==> config.mk <==
export PLATFORM = sky130hd
export DESIGN_NAME = watchdog_timeout_reset
export DESIGN_NICKNAME = d
export VERILOG_FILES = /design/src/hdl/wd_pkg.sv /design/src/hdl/wd_count_if.sv /design/src/hdl/wd_counter.sv /design/src/hdl/watchdog_timeout_reset.sv
export SDC_FILE = /design/constraint.sdc
export NUM_CORES = 1
export LEC_CHECK = 0
export ABC_AREA = 1
export BUFFER_PORTS_ARGS = -buffer_cell sky130_fd_sc_hd__buf_2
export CAP_MARGIN = 30
export CORE_ASPECT_RATIO = 0.7
export CORE_MARGIN = 3
export CORE_UTILIZATION = 46
export DETAILED_ROUTE_END_ITERATION = 10
export PLACE_DENSITY = 0.66
export SYNTH_ARGS = -nofsm -noshare
export SYNTH_HDL_FRONTEND = slang
export SYNTH_SLANG_ARGS = --single-unit
==> constraint.sdc <==
create_clock -name clk -period 2.6 [get_ports clk]
set_clock_uncertainty 0.05 [all_clocks]
set_input_delay 0.13 -clock clk [delete_from_list [all_inputs] [get_ports clk]]
set_output_delay 0.13 -clock clk [all_outputs]
set_load 0.005 [all_outputs]
==> src/hdl/wd_pkg.sv <==
package wd_pkg;

   // Special function register addresses.
   localparam logic [7:0] ADDR_RESTART   = 8'hA6;
   localparam logic [7:0] ADDR_PERIOD    = 8'hA7;

   // Restart key bytes, first and second.
   localparam logic [7:0] SEQ_FIRST      = 8'h1E;
   localparam logic [7:0] SEQ_SECOND     = 8'hE1;

   // Counter chain widths.
   localparam int         PRE_W          = 14;
   localparam int         CNT_W          = 7;
   localparam int         TOTAL_W        = PRE_W + CNT_W;

   // Period register layout and reset value.
   localparam int         CODE_W         = 3;
   localparam int         CODE_LSB       = 0;
   localparam logic [2:0] CODE_RST       = 3'h0;
   localparam logic [4:0] PERIOD_HI_READ = 5'h00;

   // Each prescaler step takes six watchdog clock periods.
   localparam logic [2:0] TICK_DIV       = 3'h6;

   // Reset pulse: 96 oscillator periods; the oscillator is clk.
   localparam int         OSC_PERIODS    = 96;
   localparam int         OSC_PERIOD_NS  = 8;
   localparam int         CLK_PERIOD_NS  = 8;
   localparam logic [6:0] RST_PULSE_CYC  =
      7'(OSC_PERIODS * OSC_PERIOD_NS / CLK_PERIOD_NS);

   // Counter value that ends the period for a time-out code.
   function automatic logic [CNT_W-1:0] timeout_target(
      input logic [CODE_W-1:0] code);
      timeout_target = CNT_W'((8'h01 << code) - 8'h01);
   endfunction : timeout_target

endpackage : wd_pkg

==> src/hdl/wd_count_if.sv <==
`timescale 1ns/1ps
interface wd_count_if;
   import wd_pkg::*;
   logic              tick;
   logic              clear;
   logic [CODE_W-1:0] code;
   logic              timeout;
   logic [PRE_W-1:0]  pre;
   logic [CNT_W-1:0]  cnt;
   modport ctrl (output tick, output clear, output code,
                 input timeout, input pre, input cnt);
   modport chain (input tick, input clear, input code,
                  output timeout, output pre, output cnt);
endinterface : wd_count_if

==> src/hdl/wd_counter.sv <==
`timescale 1ns/1ps
module wd_counter
   import wd_pkg::*;
(
   // Clock and synchronous reset.
   input wire logic   clk,
   input wire logic   rst_n,
   // Control side.
   wd_count_if.chain  cif
);

   logic [2:0]         div_q;
   logic [PRE_W-1:0]   pre_q;
   logic [CNT_W-1:0]   cnt_q;
   logic               step;
   logic [TOTAL_W-1:0] sum;
   logic [TOTAL_W-1:0] end_count;

   ////////////////////////////////////////////////////////////////////
   // Six watchdog clocks make one prescaler step.
   assign step = cif.tick && (div_q == TICK_DIV - 3'h1);
   assign sum  = {cnt_q, pre_q} + TOTAL_W'(1);

   // The step that brings the chain to target and all ones ends the
   // period, so a period is 6 * (2^14 * 2^n - 1) watchdog clocks.
   assign end_count   = {timeout_target(cif.code), {PRE_W{1'b1}}};
   assign cif.timeout = step && (sum == end_count);
   assign cif.pre = pre_q;
   assign cif.cnt = cnt_q;

   // Predivider; a clear restarts the whole period from zero.
   always_ff @(posedge clk) begin
      if (!rst_n || cif.clear) begin
         div_q <= 3'h0;
      end else if (step) begin
         div_q <= 3'h0;
      end else if (cif.tick) begin
         div_q <= div_q + 3'h1;
      end
   end

   // Prescaler cascaded into the programmable counter.
   always_ff @(posedge clk) begin
      if (!rst_n || cif.clear) begin
         {cnt_q, pre_q} <= '0;
      end else if (step) begin
         {cnt_q, pre_q} <= sum;
      end
   end

   ////////////////////////////////////////////////////////////////////
   property p_clear_zero;
      @(posedge clk) disable iff (!rst_n)
      cif.clear |=> (pre_q == '0) && (cnt_q == '0) && (div_q == 3'h0);
   endproperty
   a_clear_zero: assert property (p_clear_zero)
      else $error("clear did not zero the chain");

   property p_timeout_point;
      @(posedge clk) disable iff (!rst_n)
      cif.timeout |-> (pre_q == {{(PRE_W-1){1'b1}}, 1'b0})
                      && (div_q == 3'h5)
                      && (cnt_q == timeout_target(cif.code));
   endproperty
   a_timeout_point: assert property (p_timeout_point)
      else $error("time-out at wrong count");

endmodule : wd_counter

==> src/hdl/watchdog_timeout_reset.sv <==
`timescale 1ns/1ps
// Function
// - 14-bit prescaler feeds 7-bit programmable counter.
// - Chip reset clears count, disables watchdog.
// - Bytes 1Eh then E1h clear and enable.
// - Once enabled, only chip reset disables.
// - Time-out drives reset high 96 oscillator periods.
// - Watchdog clock is oscillator halved or full.
// - Period is 6*(2^14*2^n-1) watchdog clocks.
// - Counting continues during Idle mode.
// - Power-down holds count; interrupt wake resumes.
// - Reset ending Power-down clears and disables.
// - Restart register write-only at A6h.
// - Period upper bits unused; code resets zero.
module watchdog_timeout_reset
   import wd_pkg::*;
(
   // Clock and synchronous chip reset.
   input  wire logic       clk,
   input  wire logic       rst_n,
   // Special function register port from the core.
   input  wire logic [7:0] sfr_addr,
   input  wire logic [7:0] sfr_wdata,
   input  wire logic       sfr_wr,
   input  wire logic       sfr_rd,
   output logic      [7:0] sfr_rdata,
   // Clock control and power state from the core.
   input  wire logic       wd_clock_select,
   input  wire logic       double_speed_mode,
   input  wire logic       power_down,
   // Reset pin drive and status.
   output logic            wd_reset_out,
   output logic            wd_enabled
);

   wd_count_if             cif ();

   logic                   half_q;
   logic                   full_rate;
   logic                   wd_tick;
   logic                   wr_restart;
   logic                   wr_period;
   logic                   seq_ok;
   logic                   armed_q;
   logic                   enabled_q;
   logic [CODE_W-1:0]      code_q;
   logic [7:0]             rdata_q;
   logic [6:0]             pulse_q;
   logic                   reset_q;

   ////////////////////////////////////////////////////////////////////
   // Watchdog clock enable.

   // Full oscillator rate only in double speed with select clear;
   // every other case halves it.
   assign full_rate = !wd_clock_select && double_speed_mode;

   // Free half-rate phase; it runs regardless of the watchdog state.
   always_ff @(posedge clk) begin
      if (!rst_n) begin
         half_q <= 1'b0;
      end else begin
         half_q <= !half_q;
      end
   end

   // Power-down stops the watchdog clock, so the chain holds its value
   // and resumes from it when an interrupt ends Power-down. Idle is
   // deliberately not looked at: the count keeps running there.
   assign wd_tick = !power_down && (full_rate || half_q)
                    && enabled_q;

   ////////////////////////////////////////////////////////////////////
   // Register decode.

   // Restart register is write-only; no read path exists for it.
   assign wr_restart = sfr_wr && (sfr_addr == ADDR_RESTART);
   assign wr_period  = sfr_wr && (sfr_addr == ADDR_PERIOD);

   // The second key byte counts only right after the first.
   assign seq_ok = wr_restart && armed_q
                   && (sfr_wdata == SEQ_SECOND);

   // Key detector: any restart write re-arms only on the first byte,
   // so a wrong second byte drops back to waiting.
   always_ff @(posedge clk) begin
      if (!rst_n) begin
         armed_q <= 1'b0;
      end else if (wr_restart) begin
         armed_q <= (sfr_wdata == SEQ_FIRST);
      end
   end

   // Enable is sticky; no software write can drop it, and a reset
   // that ends Power-down clears it like any chip reset.
   always_ff @(posedge clk) begin
      if (!rst_n) begin
         enabled_q <= 1'b0;
      end else if (seq_ok) begin
         enabled_q <= 1'b1;
      end
   end

   // Only the time-out code is stored; upper bits are not kept.
   always_ff @(posedge clk) begin
      if (!rst_n) begin
         code_q <= CODE_RST;
      end else if (wr_period) begin
         code_q <= sfr_wdata[CODE_LSB +: CODE_W];
      end
   end

   // Registered read data; unused bits and unmapped or write-only
   // addresses read as zero.
   always_ff @(posedge clk) begin
      if (!rst_n) begin
         rdata_q <= 8'h00;
      end else if (sfr_rd) begin
         if (sfr_addr == ADDR_PERIOD) begin
            rdata_q <= {PERIOD_HI_READ, code_q};
         end else begin
            rdata_q <= 8'h00;
         end
      end
   end

   assign sfr_rdata  = rdata_q;
   assign wd_enabled = enabled_q;

   ////////////////////////////////////////////////////////////////////
   // Counter chain.

   // The key sequence or a time-out restarts the period from zero.
   assign cif.tick  = wd_tick;
   assign cif.clear = seq_ok || cif.timeout;
   assign cif.code  = code_q;

   wd_counter u_counter (
      .clk   (clk),
      .rst_n (rst_n),
      .cif   (cif)
   );

   ////////////////////////////////////////////////////////////////////
   // Reset pulse generator.

   // A time-out loads the pulse length; the pin stays high until it
   // runs out. The chip reset that follows normally arrives earlier,
   // but the pulse is self-timed in case the pin is not looped back.
   always_ff @(posedge clk) begin
      if (!rst_n) begin
         pulse_q <= 7'h00;
         reset_q <= 1'b0;
      end else if (cif.timeout) begin
         pulse_q <= RST_PULSE_CYC - 7'h01;
         reset_q <= 1'b1;
      end else if (pulse_q != 7'h00) begin
         pulse_q <= pulse_q - 7'h01;
      end else begin
         reset_q <= 1'b0;
      end
   end

   assign wd_reset_out = reset_q;

   ////////////////////////////////////////////////////////////////////
   // Checks.

   // Length of the current high run on the reset pin.
   logic [7:0] hi_len_q;
   always_ff @(posedge clk) begin
      if (!rst_n) begin
         hi_len_q <= 8'h00;
      end else if (reset_q) begin
         hi_len_q <= hi_len_q + 8'h01;
      end else begin
         hi_len_q <= 8'h00;
      end
   end

   property p_reset_state;
      @(posedge clk) disable iff (!rst_n)
      $rose(rst_n) |-> !enabled_q && !reset_q && (code_q == 3'h0)
                       && (cif.pre == '0) && (cif.cnt == '0);
   endproperty
   a_reset_state: assert property (p_reset_state)
      else $error("state not cleared by reset");

   // A first key byte, a quiet cycle, then the second key byte.
   property p_key_enables;
      @(posedge clk) disable iff (!rst_n)
      (wr_restart && sfr_wdata == SEQ_FIRST)
      ##1 !wr_restart
      ##1 (wr_restart && sfr_wdata == SEQ_SECOND)
      |=> enabled_q && (cif.pre == '0) && (cif.cnt == '0);
   endproperty
   a_key_enables: assert property (p_key_enables)
      else $error("key sequence did not clear and enable");

   property p_bad_key;
      @(posedge clk) disable iff (!rst_n)
      (!enabled_q && armed_q && wr_restart
       && sfr_wdata != SEQ_SECOND)
      |=> !enabled_q && (armed_q == ($past(sfr_wdata) == SEQ_FIRST));
   endproperty
   a_bad_key: assert property (p_bad_key)
      else $error("broken sequence took effect");

   property p_sticky_enable;
      @(posedge clk) disable iff (!rst_n)
      enabled_q |=> enabled_q;
   endproperty
   a_sticky_enable: assert property (p_sticky_enable)
      else $error("watchdog disabled without reset");

   // The pin falls only after the full pulse length.
   property p_pulse_len;
      @(posedge clk) disable iff (!rst_n)
      $fell(reset_q) |-> (hi_len_q == {1'b0, RST_PULSE_CYC});
   endproperty
   a_pulse_len: assert property (p_pulse_len)
      else $error("reset pulse not 96 cycles");

   property p_pulse_start;
      @(posedge clk) disable iff (!rst_n)
      cif.timeout |=> reset_q [*8];
   endproperty
   a_pulse_start: assert property (p_pulse_start)
      else $error("reset pin not raised on time-out");

   // A switch to full rate between two ticks is not a double tick.
   property p_half_rate;
      @(posedge clk) disable iff (!rst_n)
      (wd_tick && !full_rate) ##1 !full_rate |-> !wd_tick;
   endproperty
   a_half_rate: assert property (p_half_rate)
      else $error("halved watchdog clock ticked twice");

   // At full rate six clocks always hold one prescaler step, so the
   // chain must have moved; a lost tick would stall it.
   property p_full_rate;
      @(posedge clk) disable iff (!rst_n)
      (full_rate && enabled_q && !power_down && !cif.clear)[*7]
      |-> ({cif.cnt, cif.pre} != $past({cif.cnt, cif.pre}, 6));
   endproperty
   a_full_rate: assert property (p_full_rate)
      else $error("full-rate watchdog clock missed");

   property p_powerdown_hold;
      @(posedge clk) disable iff (!rst_n)
      (power_down && !seq_ok)
      |=> (cif.pre == $past(cif.pre)) && (cif.cnt == $past(cif.cnt));
   endproperty
   a_powerdown_hold: assert property (p_powerdown_hold)
      else $error("count moved in Power-down");

   // Read data of both register addresses.
   property p_restart_read;
      @(posedge clk) disable iff (!rst_n)
      (sfr_rd && sfr_addr == ADDR_RESTART) |=> (sfr_rdata == 8'h00);
   endproperty
   a_restart_read: assert property (p_restart_read)
      else $error("restart register not write-only");

   property p_period_read;
      @(posedge clk) disable iff (!rst_n)
      (sfr_rd && sfr_addr == ADDR_PERIOD)
      |=> (sfr_rdata == {5'h00, $past(code_q)});
   endproperty
   a_period_read: assert property (p_period_read)
      else $error("period read back wrong");

   // Eleven running clocks hold six ticks even at half rate, which is
   // the shortest span that is sure to contain a prescaler step.
   property p_idle_count;
      @(posedge clk) disable iff (!rst_n)
      (enabled_q && !power_down && !cif.clear && wd_tick)
      ##1 (!power_down && !cif.clear)[*6]
      ##1 (!power_down && !cif.clear)[*5]
      |-> ({cif.cnt, cif.pre} != $past({cif.cnt, cif.pre}, 11));
   endproperty
   a_idle_count: assert property (p_idle_count)
      else $error("count stalled while running");

   // Main scenarios that the bench is expected to reach.
   cov_enable: cover property (@(posedge clk) disable iff (!rst_n)
      $rose(enabled_q));
   cov_half_tick: cover property (@(posedge clk) disable iff (!rst_n)
      enabled_q && !full_rate && wd_tick);
   cov_timeout: cover property (@(posedge clk) disable iff (!rst_n)
      $rose(reset_q));
   cov_bad_key: cover property (@(posedge clk) disable iff (!rst_n)
      armed_q && wr_restart && sfr_wdata != SEQ_SECOND);
   cov_powerdown: cover property (@(posedge clk) disable iff (!rst_n)
      enabled_q && power_down ##1 !power_down);

endmodule : watchdog_timeout_reset

==> results.py <==
metrics = {
    "placed_design": {
        "port_buffers": 27,
        "gp_congestion": 0.878,
        "placed_cell_area_um2": 2840,
        "dp_hpwl_um": 4660,
        "place_inst": 505,
    },
    "power": {
        "vdd_drop_max_mv": 0.342,
        "power_leakage_nw": 1.26,
        "power_density_nw_per_um2": 541,
    },
    "global_routing": {
        "grt_antenna_before_repair": 0,
        "gr-usage-all-layers_pct": 18.7,
        "grt_pass1_vias": 2291,
        "grt_overflow": 0,
        "grt_max_degree": 28,
        "grt_pass1_wl_um": 10700,
    },
    "floorplan": {
        "die_x_um": 97.0,
        "coreArea_um2": 5420,
        "num_rows": 22,
        "ios": 33,
        "initial_core_util_pct": 49.1,
        "die_h_um": 69.7,
        "die_area_um2": 6760,
    },
    "clocking": {
        "worstSkewPairLatency_ps": 300,
        "htree_levels": 2,
        "clockBufferDepth": 2,
        "cts_root_buf": "clkbuf_8",
        "cts_tree": "yes",
        "clkSinkCount": 41,
        "cts.clk_slew.worst_paths_ps": 80,
        "numCtsBuffers": 5,
    },
    "sta": {
        "fin_crit_sh_pct": 90.0,
        "hold_viol": 0,
        "post-route-min-period_ps": 2340,
        "slew_violations": 0,
        "clock.fmax_ghz": 0.427,
        "maxSlewHeadroom_pct": 57.2,
        "worstMarginPinSlew_ps": 640,
        "setup_viol": 0,
        "finalSetupTns_ps": 0,
        "rsz0062_at_grt": "no",
    },
    "synthesis": {
        "yosysTopAreaCellShare_pct": 30.8,
        "synth_area_leaders": "dfxtp_1, nand2_1, nor2_1",
        "syn_area_um2": 2670,
        "yosysUniqueCellTypes": 36,
        "seq_area_frac_synth_pct": 30.8,
        "yosysWarnings": 0,
        "yosys.area.top_type": "dfxtp_1",
        "avgSynthCellArea_um2": 6.47,
        "synthCells": 412,
        "ys_ff_latch": 41,
    },
    "setup_path": {
        "cpMaxStageDelayCell": "dfxtp_1",
        "arrival_ps": 2480,
        "slowest_delay_ps": 330,
        "path_class": "register to register",
        "crit_chain": "inv_1, nand2_1, nor2_1, inv_1, ha_1, xor2_1, inv_1, nand2_1, nand2_1, inv_1, nand2_1, nor2_2, nand3_4, nand3_4, nor2_1",
        "r2r-start": "cif.code[1]",
        "crit_path_max_fanout": 7,
        "crit_start": "cif.code[1]",
        "cp_data_required_time_ps": 2740,
        "cp-end-kind": "register",
        "cp-start-kind": "register",
    },
    "final_layout": {
        "n_fill_cell": 518,
        "drive_gt1_share_pct": 15.3,
        "fin_nets": 474,
        "syn2layout_area_growth_pct": 14.2,
        "final_cells": 517,
        "antenna_cells": 0,
        "final_area_um2": 3040,
    },
    "detailed_routing": {
        "drc": 0,
        "ant_nets": 0,
        "wire_per_inst_um": 12.7,
        "drt_iter0_markers": 248,
        "vias": 2705,
        "wirelength_um": 6580,
        "drt_pass1_iterations": 7,
        "vias_per_cell": 5.23,
    },
    "run_status": {
        "run_status": "finished, final reports clean",
    },
    "flow_run": {
        "max-cap-violations": 0,
    },
    "worst_hold_path": {
        "hp-class": "input port to register",
        "min_from": "sfr_rd",
    },
}
[cells in the final DEF, fill, tap and decap left out]
master and n:
nor3_1 9, dfxtp_1 41, xor2_1 9, a21oi_1 15, and3_1 1, o21ai_2 1
nand3_2 2, xnor2_2 1, nand3_1 25, o21a_1 1, clkinv_1 1, nor2_1 48
nand3_4 5, nor2_4 2, nor4_1 1, inv_1 46, nand2_2 2, a31oi_1 2
bufinv_16 2, clkbuf_8 5, nand3b_1 6, nor3_2 1, nor2_2 15, or4_1 1
conb_1 5, o21bai_1 2, o2111ai_1 1, ha_1 7, inv_2 2, buf_4 1
o21ai_0 28, nor2_8 1, xnor2_1 2, nand2_1 113, nand4_1 12, clkinv_2 1
buf_2 27, o21ai_1 1
[Yosys cell counts]
library cell / number
o21a_1: 1
nand3b_1: 6
clkbuf_1: 3
inv_2: 1
inv_1: 47
nand4_1: 12
or4_1: 1
o21ai_2: 1
buf_1: 1
buf_6: 2
nand3_1: 25
o2111ai_1: 1
clkinv_1: 1
nand2_1: 113
a31oi_1: 2
and3_1: 1
a21oi_1: 15
xor2_1: 9
conb_1: 1
nor3_2: 1
nand3_2: 1
ha_1: 7
xnor2_1: 3
nor2_1: 49
dfxtp_1: 41
o21ai_1: 1
nor4_1: 1
nand2_2: 2
buf_4: 5
nor3_1: 9
o21bai_1: 2
o21ai_0: 28
nor2_8: 1
nor2_2: 14
nand3_4: 2
nor2_4: 2
[area by class of cell]
cell class | count | area (um^2) | area share (%)
Multi-Input combinational cell | 319 | 1670 | 55.0
Sequential cell | 41 | 821 | 27.0
Inverter | 49 | 184 | 6.04
Timing Repair Buffer | 28 | 143 | 4.69
Tap cell | 72 | 90.1 | 2.96
Clock buffer | 5 | 68.8 | 2.26
Clock inverter | 3 | 65.1 | 2.14
[report_power, final]
group | total (W) | internal [W] | switching (W)
combinational | 0.000319 | 0.000132 | 0.000187
sequential | 0.000715 | 0.000678 | 0.0000369
clock | 0.000613 | 0.000381 | 0.000231
[stage by stage]
step | util (%) | total power (W) | hold slack (ps) | setup slack (ps)
final | 56.1 | 0.00165 | 15.0 | 259
after floorplan | - | 0.000974 | 174 | 521
after global routing | 56.1 | 0.00176 | 22.5 | 16.1
after CTS | 54.8 | 0.00165 | 10.2 | 144
after detailed placement | 52.3 | 0.00104 | 326 | 156
after global placement | 52.3 | 0.00104 | 321 | 166
[path summary, 6_finish.rpt]
kind	end	slack, ps	cells past startpoint
max	u_counter.cif.cnt[6]	260	15
min	sfr_rdata[0]	10	2
max reg2reg	u_counter.cif.cnt[6]	260	15
min reg2reg	half_q	370	1
[critical path, delay by kind of cell, from the launching register on]
family | cells | cell delay (ps)
buffers and inverters | 4 | 360
AND/OR/NAND/NOR | 9 | 1040
XOR/XNOR | 1 | 220
flip-flops | 1 | 330
adder cells (fa/ha/maj) | 1 | 250
[state kept, by name, indices dropped and copies added (netlist names)]
register / flops
cif.code: 3
u_counter.div_q: 3
pulse_q: 7
u_counter.cif.pre: 14
sfr_rdata: 3
u_counter.cif.cnt: 7
wd_enabled: 1
wd_reset_out: 1
half_q: 1
armed_q: 1
[routing by layer]
metal	GRT usage, %	vias to the layer above	share of wire, %
li1	-	1393	-
met1	30.1	1185	51
met2	25.5	113	39
met3	3.62	14	9.2
met4	3.27	0	1.3
met5	0	-	0
[cells by family (layout without fill, tap and decap cells)]
| family | after synthesis | in the layout | synth area share (%) |
|---|---|---|---|
| AOI/OAI and AO/OA | 51 | 51 | 10.2 |
| other | 1 | 5 | 0.141 |
| adders and majority gates | 7 | 7 | 3.29 |
| buffers and inverters | 60 | 85 | 9.72 |
| xor gates and xnor gates | 12 | 12 | 3.94 |
| DFF | 41 | 41 | 30.8 |
| and+or+nand+nor | 240 | 244 | 41.9 |
[timing repair]
item | in CTS | in global routing
setup buffers | 0 | 0
endpoints found under the setup margin | 0 | 21
resized for setup | 0 | 6
hold buffers | 0 | 0
No activity file was read; power rests on OpenSTA's default activity.
